[src/logic/adc_pkg.sv]
// constants and helpers shared by the converter control block
package adc_pkg;

  // register indices; byte address is four times the index
  localparam logic [7:0] IDX_RESULT_LOW = 8'h78;
  localparam logic [7:0] IDX_RESULT_HIGH = 8'h79;
  localparam logic [7:0] IDX_CONTROL_STATUS = 8'h7a;
  localparam logic [7:0] IDX_CONTROL_STATUS_B = 8'h7b;
  localparam logic [7:0] IDX_INPUT_REF_SELECT = 8'h7c;

  // converter_control_status fields
  localparam int CSR_ENABLE = 7;
  localparam int CSR_START = 6;
  localparam int CSR_AUTO_TRIGGER = 5;
  localparam int CSR_DONE_FLAG = 4;
  localparam int CSR_IRQ_ENABLE = 3;
  localparam int CSR_PRESCALE_LSB = 0;

  // input_and_reference_select fields
  localparam int SEL_REFERENCE_LSB = 6;
  localparam int SEL_LEFT_JUSTIFY = 5;
  localparam int SEL_CHANNEL_LSB = 0;

  // converter_control_status_b fields
  localparam int CSRB_TRIGGER_LSB = 0;

  // reset values
  localparam logic [7:0] RST_CONTROL_STATUS = 8'h00;
  localparam logic [7:0] RST_CONTROL_STATUS_B = 8'h00;
  localparam logic [7:0] RST_INPUT_REF_SELECT = 8'h00;
  localparam logic [9:0] RST_RESULT = 10'h000;

  // conversion lengths in converter clock cycles
  localparam logic [4:0] CONV_CYCLES_FIRST = 5'h19;
  localparam logic [4:0] CONV_CYCLES_NORMAL = 5'h0d;

  // reference, channel and trigger codes
  localparam logic [1:0] REF_EXTERNAL_PIN = 2'h0;
  localparam logic [1:0] REF_SUPPLY = 2'h1;
  localparam logic [1:0] REF_INTERNAL_BANDGAP = 2'h3;
  localparam logic [3:0] CH_LAST_PIN = 4'h7;
  localparam logic [3:0] CH_TEMPERATURE = 4'h8;
  localparam logic [3:0] CH_BANDGAP = 4'he;
  localparam logic [3:0] CH_GROUND = 4'hf;
  localparam logic [2:0] TRIG_FREE_RUNNING = 3'h0;

  // axi responses
  localparam logic [1:0] RESP_OKAY = 2'h0;
  localparam logic [1:0] RESP_DECERR = 2'h3;

  typedef enum logic {
    CONV_IDLE = 1'b0,
    CONV_BUSY = 1'b1
  } conv_state_e;

  // byte address of a register index on the 12-bit bus
  function automatic logic [11:0] reg_addr(input logic [7:0] idx);
    reg_addr = {2'h0, idx, 2'h0};
  endfunction

  // terminal count of the prescaler: divide by 2 for codes 0 and 1
  function automatic logic [6:0] prescale_terminal(input logic [2:0] code);
    logic [7:0] div;
    div = (code < 3'h2) ? 8'h02 : (8'h01 << code);
    prescale_terminal = 7'(div - 8'h01);
  endfunction

endpackage

[src/logic/adc_clock_divider.sv]
// system clock divider making the converter clock enable
`timescale 1ns/100ps
module adc_clock_divider (
  input wire logic clk,
  input wire logic rst,
  input wire logic run,
  input wire logic [2:0] prescale_select,
  output logic tick
);

  logic [6:0] count;

  // free count restarts while off so the first tick after enable is a full period
  always_ff @(posedge clk or posedge rst) begin
    if (rst) begin
      count <= 7'h00;
      tick <= 1'b0;
    end else if (!run) begin
      count <= 7'h00;
      tick <= 1'b0;
    end else if (count >= adc_pkg::prescale_terminal(prescale_select)) begin
      count <= 7'h00;
      tick <= 1'b1;
    end else begin
      count <= count + 7'h01;
      tick <= 1'b0;
    end
  end

endmodule

[src/logic/adc_control.sv]
// control, status and result registers of the 10-bit converter
//
// Summary of operation
// - reference field picks pin, supply or bandgap
// - reference/channel writes wait for conversion end
// - justify bit reshapes readable result at once
// - select register bit 4 reads zero
// - channel codes: pins, sensor, bandgap, ground
// - enable on; clearing enable aborts conversion
// - start bit begins conversion; free-run needs one
// - first conversion 25 cycles, others 13
// - start reads one while busy; zero ignored
// - auto-trigger starts on selected trigger edge
// - done flag sets when a conversion ends, even with result frozen
// - flag cleared by vector or writing one
// - request when flag, enable, global enable
// - prescaler divides by 2 up to 128
// - low read freezes result until high read
// - result bit placement per justification, zeros elsewhere
// - trigger source zero is free running
//
// Added by the designer: the AXI4-Lite interface to the registers.
`timescale 1ns/100ps
module adc_control (
  input wire logic clk,
  input wire logic rst,
  // axi4-lite slave
  input wire logic awvalid,
  output logic awready,
  input wire logic [11:0] awaddr,
  input wire logic wvalid,
  output logic wready,
  input wire logic [31:0] wdata,
  input wire logic [3:0] wstrb,
  output logic bvalid,
  input wire logic bready,
  output logic [1:0] bresp,
  input wire logic arvalid,
  output logic arready,
  input wire logic [11:0] araddr,
  output logic rvalid,
  input wire logic rready,
  output logic [31:0] rdata,
  output logic [1:0] rresp,
  // system side
  input wire logic [6:0] trigger_events,
  input wire logic global_irq_enable,
  input wire logic irq_vector_taken,
  output logic conversion_done_irq,
  // analog side
  input wire logic [9:0] conversion_result_in,
  output logic converter_powered,
  output logic converter_clock_tick,
  output logic conversion_busy,
  output logic ref_external_pin,
  output logic ref_supply,
  output logic ref_internal_bandgap,
  output logic [7:0] analog_input_select,
  output logic temperature_sensor_input_select,
  output logic bandgap_input_select,
  output logic ground_input_select
);

  // software-visible state
  logic converter_enable;
  logic auto_trigger_enable;
  logic conversion_done_flag;
  logic conversion_done_irq_enable;
  logic [2:0] clock_prescale_select;
  logic [2:0] trigger_source_select;
  logic [1:0] reference_select;
  logic left_justify_result;
  logic [3:0] channel_select;
  logic [9:0] result;
  logic result_locked;

  // conversion engine
  adc_pkg::conv_state_e state;
  logic [4:0] cycles_left;
  logic init_pending;
  logic trigger_prev;

  // bus holding registers
  logic aw_held;
  logic w_held;
  logic [11:0] aw_addr_q;
  logic [7:0] w_byte_q;
  logic w_lane_q;

  logic do_write;
  logic wr_csr;
  logic wr_csrb;
  logic wr_sel;
  logic rd_fire;
  logic rd_low;
  logic rd_high;
  logic trigger_now;
  logic trigger_edge;
  logic enable_next;
  logic start_request;
  logic conv_done;
  logic free_run_restart;
  logic begin_conversion;
  logic [7:0] result_low_byte;
  logic [7:0] result_high_byte;

  // true when an address hits the given register index
  function automatic logic hit(input logic [11:0] addr, input logic [7:0] idx);
    hit = (addr == adc_pkg::reg_addr(idx));
  endfunction

  // write channel: address and data are taken independently
  assign awready = !aw_held;
  assign wready = !w_held;
  assign do_write = aw_held && w_held && !bvalid;
  // only byte lane 0 carries register data
  assign wr_csr = do_write && w_lane_q && hit(aw_addr_q, adc_pkg::IDX_CONTROL_STATUS);
  assign wr_csrb = do_write && w_lane_q && hit(aw_addr_q, adc_pkg::IDX_CONTROL_STATUS_B);
  assign wr_sel = do_write && w_lane_q && hit(aw_addr_q, adc_pkg::IDX_INPUT_REF_SELECT);

  always_ff @(posedge clk or posedge rst) begin
    if (rst) begin
      aw_held <= 1'b0;
      aw_addr_q <= 12'h000;
    end else if (awvalid && awready) begin
      aw_held <= 1'b1;
      aw_addr_q <= awaddr;
    end else if (do_write) begin
      aw_held <= 1'b0;
    end
  end

  always_ff @(posedge clk or posedge rst) begin
    if (rst) begin
      w_held <= 1'b0;
      w_byte_q <= 8'h00;
      w_lane_q <= 1'b0;
    end else if (wvalid && wready) begin
      w_held <= 1'b1;
      w_byte_q <= wdata[7:0];
      w_lane_q <= wstrb[0];
    end else if (do_write) begin
      w_held <= 1'b0;
    end
  end

  // write response; unmapped addresses answer decode error
  always_ff @(posedge clk or posedge rst) begin
    if (rst) begin
      bvalid <= 1'b0;
      bresp <= adc_pkg::RESP_OKAY;
    end else if (do_write) begin
      bvalid <= 1'b1;
      if (hit(aw_addr_q, adc_pkg::IDX_CONTROL_STATUS) ||
          hit(aw_addr_q, adc_pkg::IDX_CONTROL_STATUS_B) ||
          hit(aw_addr_q, adc_pkg::IDX_INPUT_REF_SELECT) ||
          hit(aw_addr_q, adc_pkg::IDX_RESULT_LOW) ||
          hit(aw_addr_q, adc_pkg::IDX_RESULT_HIGH)) begin
        bresp <= adc_pkg::RESP_OKAY;
      end else begin
        bresp <= adc_pkg::RESP_DECERR;
      end
    end else if (bready) begin
      bvalid <= 1'b0;
    end
  end

  // justified views of the result, recomputed live from the justify bit
  always_comb begin
    if (left_justify_result) begin
      result_high_byte = result[9:2];
      result_low_byte = {result[1:0], 6'h00};
    end else begin
      result_high_byte = {6'h00, result[9:8]};
      result_low_byte = result[7:0];
    end
  end

  // read channel: one read in flight, data registered
  assign arready = !rvalid;
  assign rd_fire = arvalid && arready;
  assign rd_low = rd_fire && hit(araddr, adc_pkg::IDX_RESULT_LOW);
  assign rd_high = rd_fire && hit(araddr, adc_pkg::IDX_RESULT_HIGH);

  always_ff @(posedge clk or posedge rst) begin
    if (rst) begin
      rvalid <= 1'b0;
      rdata <= 32'h0000_0000;
      rresp <= adc_pkg::RESP_OKAY;
    end else if (rd_fire) begin
      rvalid <= 1'b1;
      rresp <= adc_pkg::RESP_OKAY;
      rdata <= 32'h0000_0000;
      if (rd_low) begin
        rdata[7:0] <= result_low_byte;
      end else if (rd_high) begin
        rdata[7:0] <= result_high_byte;
      end else if (hit(araddr, adc_pkg::IDX_CONTROL_STATUS)) begin
        rdata[7:0] <= {converter_enable, conversion_busy, auto_trigger_enable,
                       conversion_done_flag, conversion_done_irq_enable,
                       clock_prescale_select};
      end else if (hit(araddr, adc_pkg::IDX_CONTROL_STATUS_B)) begin
        rdata[7:0] <= {5'h00, trigger_source_select};
      end else if (hit(araddr, adc_pkg::IDX_INPUT_REF_SELECT)) begin
        rdata[7:0] <= {reference_select, left_justify_result, 1'b0, channel_select};
      end else begin
        rresp <= adc_pkg::RESP_DECERR;
      end
    end else if (rready) begin
      rvalid <= 1'b0;
    end
  end

  // plain control fields; bit 4 of the select register is never stored
  always_ff @(posedge clk or posedge rst) begin
    if (rst) begin
      auto_trigger_enable <= adc_pkg::RST_CONTROL_STATUS[adc_pkg::CSR_AUTO_TRIGGER];
      conversion_done_irq_enable <= adc_pkg::RST_CONTROL_STATUS[adc_pkg::CSR_IRQ_ENABLE];
      clock_prescale_select <= adc_pkg::RST_CONTROL_STATUS[adc_pkg::CSR_PRESCALE_LSB +: 3];
      trigger_source_select <= adc_pkg::RST_CONTROL_STATUS_B[adc_pkg::CSRB_TRIGGER_LSB +: 3];
      reference_select <= adc_pkg::RST_INPUT_REF_SELECT[adc_pkg::SEL_REFERENCE_LSB +: 2];
      left_justify_result <= adc_pkg::RST_INPUT_REF_SELECT[adc_pkg::SEL_LEFT_JUSTIFY];
      channel_select <= adc_pkg::RST_INPUT_REF_SELECT[adc_pkg::SEL_CHANNEL_LSB +: 4];
    end else begin
      if (wr_csr) begin
        auto_trigger_enable <= w_byte_q[adc_pkg::CSR_AUTO_TRIGGER];
        conversion_done_irq_enable <= w_byte_q[adc_pkg::CSR_IRQ_ENABLE];
        clock_prescale_select <= w_byte_q[adc_pkg::CSR_PRESCALE_LSB +: 3];
      end
      if (wr_csrb) begin
        trigger_source_select <= w_byte_q[adc_pkg::CSRB_TRIGGER_LSB +: 3];
      end
      if (wr_sel) begin
        reference_select <= w_byte_q[adc_pkg::SEL_REFERENCE_LSB +: 2];
        left_justify_result <= w_byte_q[adc_pkg::SEL_LEFT_JUSTIFY];
        channel_select <= w_byte_q[adc_pkg::SEL_CHANNEL_LSB +: 4];
      end
    end
  end

  // enable bit; the first start after a rising enable needs initialisation
  assign enable_next = wr_csr ? w_byte_q[adc_pkg::CSR_ENABLE] : converter_enable;

  always_ff @(posedge clk or posedge rst) begin
    if (rst) begin
      converter_enable <= adc_pkg::RST_CONTROL_STATUS[adc_pkg::CSR_ENABLE];
      init_pending <= 1'b1;
    end else begin
      converter_enable <= enable_next;
      if (!enable_next) begin
        init_pending <= 1'b1;
      end else if (begin_conversion) begin
        init_pending <= 1'b0;
      end
    end
  end

  // selected trigger; free running has no edge source, so selecting it never fires
  always_comb begin
    if (trigger_source_select == adc_pkg::TRIG_FREE_RUNNING) begin
      trigger_now = 1'b0;
    end else begin
      trigger_now = trigger_events[3'(trigger_source_select - 3'h1)];
    end
  end

  always_ff @(posedge clk or posedge rst) begin
    if (rst) begin
      trigger_prev <= 1'b0;
    end else begin
      trigger_prev <= trigger_now;
    end
  end

  assign trigger_edge = trigger_now && !trigger_prev;

  // start sources: start write, trigger edge, or free-running chain
  assign start_request = (wr_csr && w_byte_q[adc_pkg::CSR_START]) ||
                         (auto_trigger_enable && trigger_edge);
  assign conv_done = (state == adc_pkg::CONV_BUSY) && converter_enable &&
                     converter_clock_tick && (cycles_left == 5'h01);
  assign free_run_restart = conv_done && auto_trigger_enable &&
                            (trigger_source_select == adc_pkg::TRIG_FREE_RUNNING);
  // a request while busy is dropped, not queued
  assign begin_conversion = enable_next && start_request &&
                            (state == adc_pkg::CONV_IDLE);

  // conversion sequencer counting converter clock ticks
  always_ff @(posedge clk or posedge rst) begin
    if (rst) begin
      state <= adc_pkg::CONV_IDLE;
      cycles_left <= 5'h00;
    end else begin
      case (state)
        adc_pkg::CONV_IDLE: begin
          if (begin_conversion) begin
            state <= adc_pkg::CONV_BUSY;
            cycles_left <= init_pending ? adc_pkg::CONV_CYCLES_FIRST
                                        : adc_pkg::CONV_CYCLES_NORMAL;
          end
        end
        adc_pkg::CONV_BUSY: begin
          if (!enable_next) begin
            state <= adc_pkg::CONV_IDLE;
            cycles_left <= 5'h00;
          end else if (free_run_restart) begin
            cycles_left <= adc_pkg::CONV_CYCLES_NORMAL;
          end else if (conv_done) begin
            state <= adc_pkg::CONV_IDLE;
            cycles_left <= 5'h00;
          end else if (converter_clock_tick) begin
            cycles_left <= cycles_left - 5'h01;
          end
        end
        default: begin
          state <= adc_pkg::CONV_IDLE;
          cycles_left <= 5'h00;
        end
      endcase
    end
  end

  assign conversion_busy = (state == adc_pkg::CONV_BUSY);
  assign converter_powered = converter_enable;

  // result load; a low-byte read freezes it until the high byte is read
  always_ff @(posedge clk or posedge rst) begin
    if (rst) begin
      result <= adc_pkg::RST_RESULT;
      result_locked <= 1'b0;
    end else begin
      if (conv_done && !result_locked) begin
        result <= conversion_result_in;
      end
      if (rd_high) begin
        result_locked <= 1'b0;
      end else if (rd_low) begin
        result_locked <= 1'b1;
      end
    end
  end

  // done flag: a completion in the clearing cycle wins over the clear
  always_ff @(posedge clk or posedge rst) begin
    if (rst) begin
      conversion_done_flag <= adc_pkg::RST_CONTROL_STATUS[adc_pkg::CSR_DONE_FLAG];
    end else if (conv_done) begin
      conversion_done_flag <= 1'b1;
    end else if (irq_vector_taken || (wr_csr && w_byte_q[adc_pkg::CSR_DONE_FLAG])) begin
      conversion_done_flag <= 1'b0;
    end
  end

  assign conversion_done_irq = conversion_done_flag && conversion_done_irq_enable &&
                               global_irq_enable;

  // reference and channel drives follow the registers only between conversions
  always_ff @(posedge clk or posedge rst) begin
    if (rst) begin
      ref_external_pin <= 1'b1;
      ref_supply <= 1'b0;
      ref_internal_bandgap <= 1'b0;
      analog_input_select <= 8'h01;
      temperature_sensor_input_select <= 1'b0;
      bandgap_input_select <= 1'b0;
      ground_input_select <= 1'b0;
    end else if (!conversion_busy || conv_done) begin
      ref_external_pin <= (reference_select == adc_pkg::REF_EXTERNAL_PIN);
      ref_supply <= (reference_select == adc_pkg::REF_SUPPLY);
      ref_internal_bandgap <= (reference_select == adc_pkg::REF_INTERNAL_BANDGAP);
      analog_input_select <= (channel_select <= adc_pkg::CH_LAST_PIN) ?
                             (8'h01 << channel_select[2:0]) : 8'h00;
      temperature_sensor_input_select <= (channel_select == adc_pkg::CH_TEMPERATURE);
      bandgap_input_select <= (channel_select == adc_pkg::CH_BANDGAP);
      ground_input_select <= (channel_select == adc_pkg::CH_GROUND);
    end
  end

  // converter clock runs only while the converter is on
  adc_clock_divider u_divider (
    .clk(clk),
    .rst(rst),
    .run(converter_enable),
    .prescale_select(clock_prescale_select),
    .tick(converter_clock_tick)
  );

endmodule

[config.mk]
export PLATFORM = sky130hd
export DESIGN_NAME = adc_control
export DESIGN_NICKNAME = d
export VERILOG_FILES = /design/src/logic/adc_pkg.sv /design/src/logic/adc_clock_divider.sv /design/src/logic/adc_control.sv
export SDC_FILE = /design/constraint.sdc
export NUM_CORES = 1
export LEC_CHECK = 0
export BUFFER_PORTS_ARGS = -buffer_cell sky130_fd_sc_hd__buf_2
export CAP_MARGIN = 30
export CORE_MARGIN = 10
export CORE_UTILIZATION = 35
export CTS_CLUSTER_SIZE = 28
export DETAILED_ROUTE_END_ITERATION = 8
export PLACE_DENSITY = 0.6
export SLEW_MARGIN = 20
export SYNTH_ARGS = -nofsm -noshare
export SYNTH_HDL_FRONTEND = slang
export SYNTH_SLANG_ARGS = --single-unit
[constraint.sdc]
create_clock -name clk -period 5.1 [get_ports clk]
set_input_delay 0.51 -clock clk [delete_from_list [all_inputs] [get_ports clk]]
set_output_delay 0.51 -clock clk [all_outputs]
set_load 0.02 [all_outputs]
==> report_table.html, run 1 <==
<table>
<tr><th>Metric</th><th>Value</th></tr>
<tr><th colspan="2">Setup path</th></tr>
<tr><td>Required time of the worst setup path</td><td>5310 ps</td></tr>
<tr><td>Setup crit end kind</td><td>flip-flop</td></tr>
<tr><td>Worst Path Class, Setup</td><td>flip-flop to flip-flop</td></tr>
<tr><td>Arrival time reported for the critical path endpoint</td><td>2860 ps</td></tr>
<tr><td>Critical Path Start Type</td><td>flip-flop</td></tr>
<tr><td>Peak fanout along the critical path</td><td>4</td></tr>
<tr><td>Worst reg-to-reg path cell count</td><td>9</td></tr>
<tr><th colspan="2">Floorplanning</th></tr>
<tr><td>Die height</td><td>136 um</td></tr>
<tr><td>Boundary pin count</td><td>145</td></tr>
<tr><td>Core Region</td><td>0.0132 mm2</td></tr>
<tr><td>X dimension of the die</td><td>136 um</td></tr>
<tr><td>Std cell rows</td><td>42</td></tr>
<tr><td>Die footprint</td><td>0.0185 mm2</td></tr>
<tr><td>Starting Density</td><td>0.357</td></tr>
<tr><th colspan="2">Drt</th></tr>
<tr><td>DR vias/cell</td><td>4.98</td></tr>
<tr><td>Routed wirelength normalized by instance count</td><td>16.1 um</td></tr>
<tr><td>Via count of the routed design</td><td>3,528</td></tr>
<tr><td>Pre-Repair DR Iteration Count</td><td>4</td></tr>
<tr><td>DRC violation total after the first TritonRoute iteration</td><td>170</td></tr>
<tr><td>Remaining antenna violation count</td><td>0</td></tr>
<tr><td>DRC violation count after routing</td><td>0</td></tr>
<tr><td>Total wire length after detailed routing</td><td>11,400 um</td></tr>
<tr><th colspan="2">Synthesis</th></tr>
<tr><td>Mean area per synthesized cell</td><td>10.8 um2</td></tr>
<tr><td>Portion of the post-synthesis area used by sequential elements</td><td>0.495</td></tr>
<tr><td>Warning count from the yosys run</td><td>0</td></tr>
<tr><td>Synth cell types</td><td>64</td></tr>
<tr><td>Async SR Flop Fraction</td><td>1.00</td></tr>
<tr><td>Flip-flop and latch count after synthesis</td><td>93</td></tr>
<tr><td>Dominant synthesized flop cell</td><td>sky130_fd_sc_hd__dfrtp_1</td></tr>
<tr><td>Post-synth EDFFs</td><td>0</td></tr>
<tr><td>Syn Std Cell Area</td><td>0.00471 mm2</td></tr>
<tr><td>Number of standard cells after synthesis</td><td>435</td></tr>
<tr><th colspan="2">Timing</th></tr>
<tr><td>Clock Skew</td><td>5.51 ps</td></tr>
<tr><td>Share of the clock period used by the worst path after layout</td><td>0.520</td></tr>
<tr><td>Transition time at the pin with the least slew margin</td><td>875 ps</td></tr>
<tr><td>Tightest hold margin</td><td>291 ps</td></tr>
<tr><td>Number of setup violations in the final report</td><td>0</td></tr>
<tr><td>Post-layout minimum cycle time</td><td>2650 ps</td></tr>
<tr><td>Setup slack after layout</td><td>2450 ps</td></tr>
<tr><td>Setup repair after global routing missed its margin</td><td>no</td></tr>
<tr><td>Total negative slack</td><td>0 ps</td></tr>
<tr><td>Fin. Hold Viols</td><td>0</td></tr>
<tr><td>Total count of max-transition violations in the final report</td><td>0</td></tr>
<tr><td>Fmax</td><td>377 MHz</td></tr>
<tr><td>Normalized max-slew margin</td><td>0.415</td></tr>
<tr><th colspan="2">Pwr</th></tr>
<tr><td>Portion of total power attributed to the clock network</td><td>0.381</td></tr>
<tr><td>Switching Share</td><td>0.268</td></tr>
<tr><td>Sequential share of power</td><td>0.458</td></tr>
<tr><td>Max rail drop VDD</td><td>0.000308 V</td></tr>
<tr><td>P_sw</td><td>542 uW</td></tr>
<tr><td>Tot Pwr</td><td>2020 uW</td></tr>
<tr><td>Share of total power in combinational logic</td><td>0.162</td></tr>
<tr><td>Leak</td><td>0.00267 uW</td></tr>
<tr><td>Total internal power</td><td>1480 uW</td></tr>
<tr><td>Power per cell area</td><td>360 mW/mm2</td></tr>
<tr><th colspan="2">Global routing</th></tr>
<tr><td>Number of antenna violations at the first check in global routing</td><td>2</td></tr>
<tr><td>Largest net degree at the start of global routing</td><td>48</td></tr>
<tr><td>Overall Global Routing Usage</td><td>0.122</td></tr>
<tr><td>Global-route wire length before repair</td><td>18,200 um</td></tr>
<tr><td>Total gr overflow</td><td>0</td></tr>
<tr><td>Vias in the first global route</td><td>3,620</td></tr>
<tr><th colspan="2">Placed design</th></tr>
<tr><td>Dpl ws</td><td>2380 ps</td></tr>
<tr><td>Routability Congestion</td><td>0.856</td></tr>
<tr><td>DP Wirelength</td><td>8850 um</td></tr>
<tr><td>Placed cell area</td><td>0.00526 mm2</td></tr>
<tr><td>IO buf count</td><td>93</td></tr>
<tr><th colspan="2">Clocking</th></tr>
<tr><td>Num Clock Sinks</td><td>93</td></tr>
<tr><td>Clock transition at the registers of the reported paths</td><td>70 ps</td></tr>
<tr><td>Cell chosen for the clock root</td><td>sky130_fd_sc_hd__clkbuf_16</td></tr>
<tr><td>Insertion delay to the later sink of the worst-skew pair</td><td>340 ps</td></tr>
<tr><td># hold bufs at CTS</td><td>0</td></tr>
<tr><td>TritonCTS clock tree</td><td>yes</td></tr>
<tr><td>CTS Buf Count</td><td>9</td></tr>
<tr><td>Clock buffer depth</td><td>2</td></tr>
<tr><td>CTS H-tree lvls</td><td>3</td></tr>
<tr><td>Post-CTS setup buffer count</td><td>0</td></tr>
<tr><td>Gates resized, CTS repair</td><td>0</td></tr>
<tr><th colspan="2">Cells and area</th></tr>
<tr><td>Area of the multi-input gates</td><td>0.00213 mm2</td></tr>
<tr><td>Most frequent standard cell in the layout excluding fill and tap cells</td><td>sky130_fd_sc_hd__buf_2</td></tr>
<tr><td>Fraction of layout instances using a drive strength above 1</td><td>0.325</td></tr>
<tr><td>Total area of sequential cells</td><td>0.00233 mm2</td></tr>
<tr><td>Post-route design area</td><td>0.00562 mm2</td></tr>
<tr><td>Syn-to-layout area delta</td><td>19.3%</td></tr>
<tr><td>Number of nets at the end of the flow</td><td>627</td></tr>
<tr><td>Layout fillers</td><td>1,281</td></tr>
<tr><td>Antenna diode count</td><td>0</td></tr>
<tr><td>Leading cell types in the layout, fill and taps excluded</td><td>93 x sky130_fd_sc_hd__buf_2, 90 x sky130_fd_sc_hd__dfrtp_1, 45 x sky130_fd_sc_hd__mux2_2</td></tr>
<tr><th colspan="2">Run status</th></tr>
<tr><td>Outcome</td><td>completed</td></tr>
<tr><th colspan="2">Run</th></tr>
<tr><td>MaxCap Viol Count</td><td>0</td></tr>
<tr><th colspan="2">Hold path</th></tr>
<tr><td>Hold crit path type</td><td>primary input to asynchronous set/reset pin</td></tr>
</table>
## metal layers
metal  up-vias  routed length, um  track usage
met5         -                 21            0
met4         4                 85       0.0320
met1      1704               5030        0.147
li1       1692                  -            -
met3        10               1150       0.0554
met2       118               5150        0.193
## worst paths after layout
path | startpoint | endpoint | slack (ps)
setup / recovery | trigger_source_select[0]$_DFFE_PP0P_ | cycles_left[0]$_DFFE_PP0P_ | 2450
hold / removal | rst | result[8]$_DFFE_PP0P_ | 290
setup reg to reg | trigger_source_select[0]$_DFFE_PP0P_ | cycles_left[0]$_DFFE_PP0P_ | 2450
hold reg to reg | bandgap_input_select$_DFFE_PP0P_ | bandgap_input_select$_DFFE_PP0P_ | 470
max in group asynchronous | rst | aw_addr_q[3]$_DFFE_PP0P_ | 3730
min in group clk | rready | rvalid$_DFFE_PP0P_ | 340
## metrics by stage
| stage | utilization | std cells |
|---|---|---|
| 2_1_floorplan | - | 459 |
| 3_3_place_gp | 0.398 | 690 |
| 3_5_place_dp | 0.399 | 692 |
| 4_1_cts | 0.425 | 708 |
| 5_1_grt | 0.426 | 709 |
| 6_report | 0.426 | 709 |
## sequential cells by signal, indices dropped and copies added (netlist names), 2 cells and up
| signal | count |
|---|---|
| w_byte_q | 8 |
| clock_prescale_select | 3 |
| result | 10 |
| reference_select | 2 |
| channel_select | 4 |
| u_divider.count | 7 |
| cycles_left | 5 |
| trigger_source_select | 3 |
| aw_addr_q | 12 |
| analog_input_select | 8 |
| rdata | 8 |
## critical path: stages, from the launching register on
cell                        delay (ps)
sky130_fd_sc_hd__dfrtp_1           440
sky130_fd_sc_hd__inv_1             150
sky130_fd_sc_hd__ha_1              230
sky130_fd_sc_hd__ha_1              350
sky130_fd_sc_hd__mux2_2            370
sky130_fd_sc_hd__o32ai_1           230
sky130_fd_sc_hd__nor4_1            100
sky130_fd_sc_hd__a22o_1            290
sky130_fd_sc_hd__a21o_1            220
sky130_fd_sc_hd__a2bb2oi_1         130
## synth_stat cells (3+ instances only)
master	count	area share
sky130_fd_sc_hd__nor4_1	3	0.0040
sky130_fd_sc_hd__ha_1	13	0.035
sky130_fd_sc_hd__nor2_1	21	0.017
sky130_fd_sc_hd__nand3_1	7	0.0074
sky130_fd_sc_hd__o21ai_0	19	0.020
sky130_fd_sc_hd__inv_1	24	0.019
sky130_fd_sc_hd__a2111oi_0	3	0.0056
sky130_fd_sc_hd__nor3_1	7	0.0074
sky130_fd_sc_hd__nor2b_1	6	0.0080
sky130_fd_sc_hd__o41ai_1	5	0.0093
sky130_fd_sc_hd__a21oi_1	14	0.015
sky130_fd_sc_hd__o31ai_1	8	0.013
sky130_fd_sc_hd__mux2_2	45	0.11
sky130_fd_sc_hd__xor2_1	3	0.0056
sky130_fd_sc_hd__o21a_1	6	0.0096
sky130_fd_sc_hd__a221oi_1	3	0.0056
sky130_fd_sc_hd__dfrtp_1	90	0.48
sky130_fd_sc_hd__mux2i_1	4	0.0085
sky130_fd_sc_hd__a21o_1	3	0.0048
sky130_fd_sc_hd__o21ai_1	4	0.0043
sky130_fd_sc_hd__xnor2_1	6	0.011
sky130_fd_sc_hd__buf_4	26	0.041
sky130_fd_sc_hd__a22oi_1	4	0.0064
sky130_fd_sc_hd__a211oi_1	3	0.0048
sky130_fd_sc_hd__nand2b_1	8	0.011
sky130_fd_sc_hd__clkbuf_1	8	0.0064
sky130_fd_sc_hd__nand2_1	41	0.033
sky130_fd_sc_hd__o211ai_1	4	0.0064
sky130_fd_sc_hd__dfstp_2	3	0.017
## power by group through the flow
stage	logic, uW	registers [uW]	clock network, uW
floorplan	242	931	0
global placement	314	934	0
detailed placement	327	939	0
CTS	328	927	789
global route	364	943	820
finish	326	925	769
## kinds of logic after synthesis
kind of cell               share of synthesized area
buffers and inverters                         0.0739
and+or+nand+nor                                0.130
other                                        0.00160
muxes                                          0.116
DFF                                            0.495
AOI/OAI and AO/OA                              0.132
xor gates and xnor gates                      0.0167
adders and majority gates                     0.0345
## layout make-up
cell class,count,share of cell area
Timing Repair Buffer,97,0.0889
Clock buffer,9,0.0401
Inverter,25,0.0169
Multi-Input combinational cell,302,0.378
Sequential cell,93,0.415
Tap cell,176,0.0392
Clock inverter,7,0.0216
No activity file was read; power rests on OpenSTA's default activity.
==> run 2: changes to the inputs <==
--- a/config.mk
+++ b/config.mk
@@ -5,13 +5,14 @@
 export SDC_FILE = /design/constraint.sdc
 export NUM_CORES = 1
 export LEC_CHECK = 0
+export ABC_AREA = 1
 export BUFFER_PORTS_ARGS = -buffer_cell sky130_fd_sc_hd__buf_2
 export CAP_MARGIN = 30
 export CORE_MARGIN = 10
 export CORE_UTILIZATION = 35
 export CTS_CLUSTER_SIZE = 28
 export DETAILED_ROUTE_END_ITERATION = 8
-export PLACE_DENSITY = 0.6
+export PLACE_DENSITY = 0.62
 export SLEW_MARGIN = 20
 export SYNTH_ARGS = -nofsm -noshare
 export SYNTH_HDL_FRONTEND = slang
==> constraint.sdc (replaced) <==
create_clock -name clk -period 2.3 [get_ports clk]
set_input_delay 0.23 -clock clk [delete_from_list [all_inputs] [get_ports clk]]
set_output_delay 0.23 -clock clk [all_outputs]
set_load 0.02 [all_outputs]
==> run 2 against run 1 <==
Cell count increased by 28%. Critical path depth increased by 2. Synthesized area increased by 7.6%. Sequential power increased by 120%. Largest cell class unchanged. Via count increased by 18%. Register-to-register slack got worse by 2200 ps.
==> report_table.html, run 2 <==
<table>
<tr><th>Metric</th><th>Value</th></tr>
<tr><th colspan="2">Setup path</th></tr>
<tr><td>Worst Path Class, Setup</td><td>flip-flop to flip-flop</td></tr>
<tr><td>Standard cell with the maximum stage delay on the critical path</td><td>sky130_fd_sc_hd__dfrtp_1</td></tr>
<tr><td>Critical Path Start Type</td><td>flip-flop</td></tr>
<tr><td>Setup crit end kind</td><td>flip-flop</td></tr>
<tr><td>Register-to-register setup slack</td><td>200 ps (-2250 ps)</td></tr>
<tr><td>Worst reg-to-reg path cell count</td><td>11 (+2)</td></tr>
<tr><td>Sequence of cells on the critical path</td><td>inv_2 -&gt; nand2_1 -&gt; ha_2 -&gt; xor2_1 -&gt; ha_1 -&gt; a21oi_1 -&gt; o21ai_0 -&gt; nand4_1 -&gt; o2111ai_1 -&gt; buf_4 -&gt; nor3b_1</td></tr>
<tr><td>Required time of the worst setup path</td><td>2550 ps (-2760 ps)</td></tr>
<tr><td>Critical register-to-register path endpoint</td><td>u_divider.count[1]$_DFF_PP0_</td></tr>
<tr><td>Slowest Stage Delay on Critical Path</td><td>390 ps (-50 ps)</td></tr>
<tr><td>Peak fanout along the critical path</td><td>7 (+3)</td></tr>
<tr><td>Arrival time reported for the critical path endpoint</td><td>2350 ps (-510 ps)</td></tr>
<tr><td>Setup crit start</td><td>clock_prescale_select[1]$_DFFE_PP0P_</td></tr>
<tr><td>Startpoint of the most critical register-to-register path</td><td>clock_prescale_select[1]$_DFFE_PP0P_</td></tr>
<tr><th colspan="2">Pwr</th></tr>
<tr><td>Portion of total power attributed to the clock network</td><td>0.360 (-0.021)</td></tr>
<tr><td>P_sw</td><td>1290 uW (+140%)</td></tr>
<tr><td>Leak</td><td>0.00308 uW (+15%)</td></tr>
<tr><td>Switching Share</td><td>0.293 (+0.0252)</td></tr>
<tr><td>Share of total power in combinational logic</td><td>0.185 (+0.023)</td></tr>
<tr><td>Total internal power</td><td>3110 uW (+110%)</td></tr>
<tr><td>Sequential share of power</td><td>0.454 (-0.004)</td></tr>
<tr><td>Max rail drop VDD</td><td>0.000648 V (+110%)</td></tr>
<tr><td>Power per cell area</td><td>731 mW/mm2 (+100%)</td></tr>
<tr><th colspan="2">Timing</th></tr>
<tr><td>Post-layout minimum cycle time</td><td>2100 ps (-551 ps)</td></tr>
<tr><td>Clock Skew</td><td>10.5 ps (+4.95 ps)</td></tr>
<tr><td>Total count of max-transition violations in the final report</td><td>0 (unchanged)</td></tr>
<tr><td>Total negative slack</td><td>0 ps (unchanged)</td></tr>
<tr><td>Fmax</td><td>476 MHz (+26%)</td></tr>
<tr><td>Share of the clock period used by the worst path after layout</td><td>0.913 (+0.393)</td></tr>
<tr><td>Normalized max-slew margin</td><td>0.582 (+0.168)</td></tr>
<tr><td>Number of setup violations in the final report</td><td>0 (unchanged)</td></tr>
<tr><td>Setup repair after global routing missed its margin</td><td>no</td></tr>
<tr><td>Fin. Hold Viols</td><td>0 (unchanged)</td></tr>
<tr><td>Transition time at the pin with the least slew margin</td><td>627 ps (-248 ps)</td></tr>
<tr><td>Setup slack after layout</td><td>201 ps (-2250 ps)</td></tr>
<tr><th colspan="2">Cells and area</th></tr>
<tr><td>Register bank with the most flops</td><td>aw_addr_q</td></tr>
<tr><td>Leading cell types in the layout, fill and taps excluded</td><td>146 x sky130_fd_sc_hd__nand2_1, 93 x sky130_fd_sc_hd__buf_2, 90 x sky130_fd_sc_hd__dfrtp_1</td></tr>
<tr><td>Largest register FFs</td><td>12 (unchanged)</td></tr>
<tr><td>Most frequent standard cell in the layout excluding fill and tap cells</td><td>sky130_fd_sc_hd__nand2_1</td></tr>
<tr><td>Antenna diode count</td><td>0 (unchanged)</td></tr>
<tr><td>Biggest registers after layout</td><td>aw_addr_q x12, result x10</td></tr>
<tr><td>Number of nets at the end of the flow</td><td>821 (+31%)</td></tr>
<tr><td>Count of non-filler cells in the finished layout</td><td>907 (+28%)</td></tr>
<tr><td>Syn-to-layout area delta</td><td>19.0%</td></tr>
<tr><td>Layout fillers</td><td>1,474 (+15%)</td></tr>
<tr><td>Fraction of layout instances using a drive strength above 1</td><td>0.224 (-0.100)</td></tr>
<tr><th colspan="2">Drt</th></tr>
<tr><td>Pre-Repair DR Iteration Count</td><td>4 (unchanged)</td></tr>
<tr><td>Routed wirelength normalized by instance count</td><td>13.9 um (-14%)</td></tr>
<tr><td>DR vias/cell</td><td>4.59 (-7.7%)</td></tr>
<tr><td>Via count of the routed design</td><td>4,167 (+18%)</td></tr>
<tr><td>DRC violation total after the first TritonRoute iteration</td><td>175 (+2.9%)</td></tr>
<tr><td>DRC violation count after routing</td><td>0 (unchanged)</td></tr>
<tr><td>Remaining antenna violation count</td><td>0 (unchanged)</td></tr>
<tr><td>Total wire length after detailed routing</td><td>12,600 um (+10%)</td></tr>
<tr><th colspan="2">Synthesis</th></tr>
<tr><td>Yosys top cell area share</td><td>0.445 (-0.0338)</td></tr>
<tr><td>Post-synth EDFFs</td><td>0 (unchanged)</td></tr>
<tr><td>Portion of the post-synthesis area used by sequential elements</td><td>0.460 (-0.0350)</td></tr>
<tr><td>Flip-flop and latch count after synthesis</td><td>93 (unchanged)</td></tr>
<tr><td>Synth area leaders</td><td>sky130_fd_sc_hd__dfrtp_1 44%, sky130_fd_sc_hd__nand2_1 11%, sky130_fd_sc_hd__inv_1 6.0%</td></tr>
<tr><td>Syn Std Cell Area</td><td>0.00507 mm2 (+7.6%)</td></tr>
<tr><td>Dominant synthesized flop cell</td><td>sky130_fd_sc_hd__dfrtp_1</td></tr>
<tr><td>Count leader, synth</td><td>sky130_fd_sc_hd__nand2_1</td></tr>
<tr><td>Number of standard cells after synthesis</td><td>619 (+42%)</td></tr>
<tr><td>Leading area contributor after synthesis</td><td>sky130_fd_sc_hd__dfrtp_1</td></tr>
<tr><td>Post-synth top cells</td><td>146 x sky130_fd_sc_hd__nand2_1, 90 x sky130_fd_sc_hd__dfrtp_1, 81 x sky130_fd_sc_hd__inv_1, 45 x sky130_fd_sc_hd__nor2_1, 45 x sky130_fd_sc_hd__o21ai_0</td></tr>
<tr><td>Synth cell types</td><td>40 (-38%)</td></tr>
<tr><td>Mean area per synthesized cell</td><td>8.18 um2 (-24%)</td></tr>
<tr><td>Warning count from the yosys run</td><td>0 (unchanged)</td></tr>
<tr><td>Async SR Flop Fraction</td><td>1.00 (unchanged)</td></tr>
<tr><th colspan="2">Global routing</th></tr>
<tr><td>Global-route wire length before repair</td><td>21,200 um (+17%)</td></tr>
<tr><td>Overall Global Routing Usage</td><td>0.131 (+0.00862)</td></tr>
<tr><td>Vias in the first global route</td><td>4,247 (+17%)</td></tr>
<tr><td>Total gr overflow</td><td>0 (unchanged)</td></tr>
<tr><td>Largest net degree at the start of global routing</td><td>55 (+15%)</td></tr>
<tr><td>Number of antenna violations at the first check in global routing</td><td>0 (-2)</td></tr>
<tr><th colspan="2">Clocking</th></tr>
<tr><td>Num Clock Sinks</td><td>93 (unchanged)</td></tr>
<tr><td>Cell chosen for the clock root</td><td>sky130_fd_sc_hd__clkbuf_16</td></tr>
<tr><td>Insertion delay to the later sink of the worst-skew pair</td><td>340 ps (about the same)</td></tr>
<tr><td>Clock transition at the registers of the reported paths</td><td>70 ps (about the same)</td></tr>
<tr><td>TritonCTS clock tree</td><td>yes</td></tr>
<tr><td>CTS Buf Count</td><td>9 (unchanged)</td></tr>
<tr><td>Post-CTS setup buffer count</td><td>0 (unchanged)</td></tr>
<tr><td>Clock buffer depth</td><td>2 (unchanged)</td></tr>
<tr><td>CTS H-tree lvls</td><td>3 (unchanged)</td></tr>
<tr><th colspan="2">Hold path</th></tr>
<tr><td>Hold crit path type</td><td>primary input to flip-flop</td></tr>
<tr><td>Worst Hold Path Cells</td><td>2</td></tr>
<tr><td>Hold endpoint</td><td>bvalid$_DFFE_PP0P_</td></tr>
<tr><td>Min-delay src</td><td>bready</td></tr>
<tr><th colspan="2">Placed design</th></tr>
<tr><td>Routability Congestion</td><td>0.842 (-1.6%)</td></tr>
<tr><td>DP Wirelength</td><td>9980 um (+13%)</td></tr>
<tr><td>Dpl ws</td><td>128 ps (-2260 ps)</td></tr>
<tr><td>IO buf count</td><td>93 (unchanged)</td></tr>
<tr><td>Total instance count after detailed placement</td><td>890 (+29%)</td></tr>
<tr><th colspan="2">Run</th></tr>
<tr><td>MaxCap Viol Count</td><td>0 (unchanged)</td></tr>
<tr><th colspan="2">Floorplanning</th></tr>
<tr><td>Die height</td><td>140 um (+3.2%)</td></tr>
<tr><td>Boundary pin count</td><td>145 (unchanged)</td></tr>
<tr><td>Core Region</td><td>0.0140 mm2 (+6.5%)</td></tr>
<tr><td>Starting Density</td><td>0.361 (+0.00382)</td></tr>
<tr><td>X dimension of the die</td><td>140 um (+3.2%)</td></tr>
<tr><td>Die footprint</td><td>0.0197 mm2 (+6.5%)</td></tr>
<tr><td>Std cell rows</td><td>43 (+2.4%)</td></tr>
<tr><th colspan="2">Run status</th></tr>
<tr><td>Outcome</td><td>completed</td></tr>
</table>
## run 2: cell types whose count changed in the layout (fill, tap and decap cells not counted), sizes merged, moves of 6 or more
cell,change
o21a,-6
nor2,+31
nand2b,-8
nand3,+37
inv,+57
o21ai,+24
buf,+8
nand2,+111
nand4,+11
mux2,-34
nor2b,-6
## run 2: layout make-up
class                           count  area [um2]  share of cell area
Tap cell                          180         225              0.0374
Inverter                           83         315              0.0523
Multi-Input combinational cell    429        2260               0.375
Clock inverter                      6        88.8              0.0147
Timing Repair Buffer              106         578              0.0959
Sequential cell                    93        2330               0.387
Clock buffer                       10         229              0.0380
## run 2: timing repair
item | 4_1_cts | 5_1_grt
hold buffers | 1 | 0
gates resized for setup | 0 | 4
endpoints found under the hold margin | 17 | 0
setup endpoints to repair | 0 | 8
## run 2: power by group through the flow
stage,clock network [uW],registers [uW],logic [uW]
global placement,0,2030,817
detailed placement,0,2030,829
CTS,1630,2000,833
global route,1700,2030,928
finish,1590,2000,815
floorplan,0,2040,598
## run 2: logic make-up (layout without fill, tap and decap cells)
group	Yosys count	in the layout	share of synthesized area
DFF	93	93	0.460
buffers and inverters	121	205	0.113
adders and majority gates	13	13	0.0321
xor gates and xnor gates	10	10	0.0173
other	2	26	0.00148
muxes	11	11	0.0245
and+or+nand+nor	287	287	0.262
AOI/OAI and AO/OA	82	82	0.0897
## run 2: per-layer routing
metal | wire, um | global-route usage
met4 | 70 | 0.0326
met3 | 745 | 0.0467
met5 | 0 | 0
met2 | 6070 | 0.212
met1 | 5740 | 0.161
## run 2: through the flow
step	util	power [uW]	instance area [um2]	hold slack, ps
after detailed placement	0.405	2860	5690	278
after CTS	0.429	4470	6020	45.4
after floorplan	-	2630	5160	326
after global routing	0.429	4660	6030	45.0
final	0.429	4410	6030	55.5
after global placement	0.405	2840	5690	279
## run 2: worst max path at each step
| stage | endpoint | slack (ps) | depth (start not counted) |
|---|---|---|---|
| floorplan | u_divider.count[1]$_DFF_PP0_ | 210 | 12 |
| global placement | u_divider.count[1]$_DFF_PP0_ | 200 | 13 |
| detailed placement | u_divider.count[6]$_DFF_PP0_ | 130 | 13 |
| CTS | u_divider.count[1]$_DFF_PP0_ | 80 | 13 |
| global route | u_divider.count[1]$_DFF_PP0_ | 1 | 13 |
| finish | u_divider.count[1]$_DFF_PP0_ | 200 | 11 |
## run 2: critical path, delay by kind of cell, from the launching register on
| family | cells | cell delay [ps] |
|---|---|---|
| XOR/XNOR | 1 | 170 |
| AND/OR/NAND/NOR | 3 | 330 |
| adder cells (fa/ha/maj) | 2 | 510 |
| flip-flops | 1 | 390 |
| AO/OA/AOI/OAI | 3 | 340 |
| buffers and inverters | 2 | 270 |
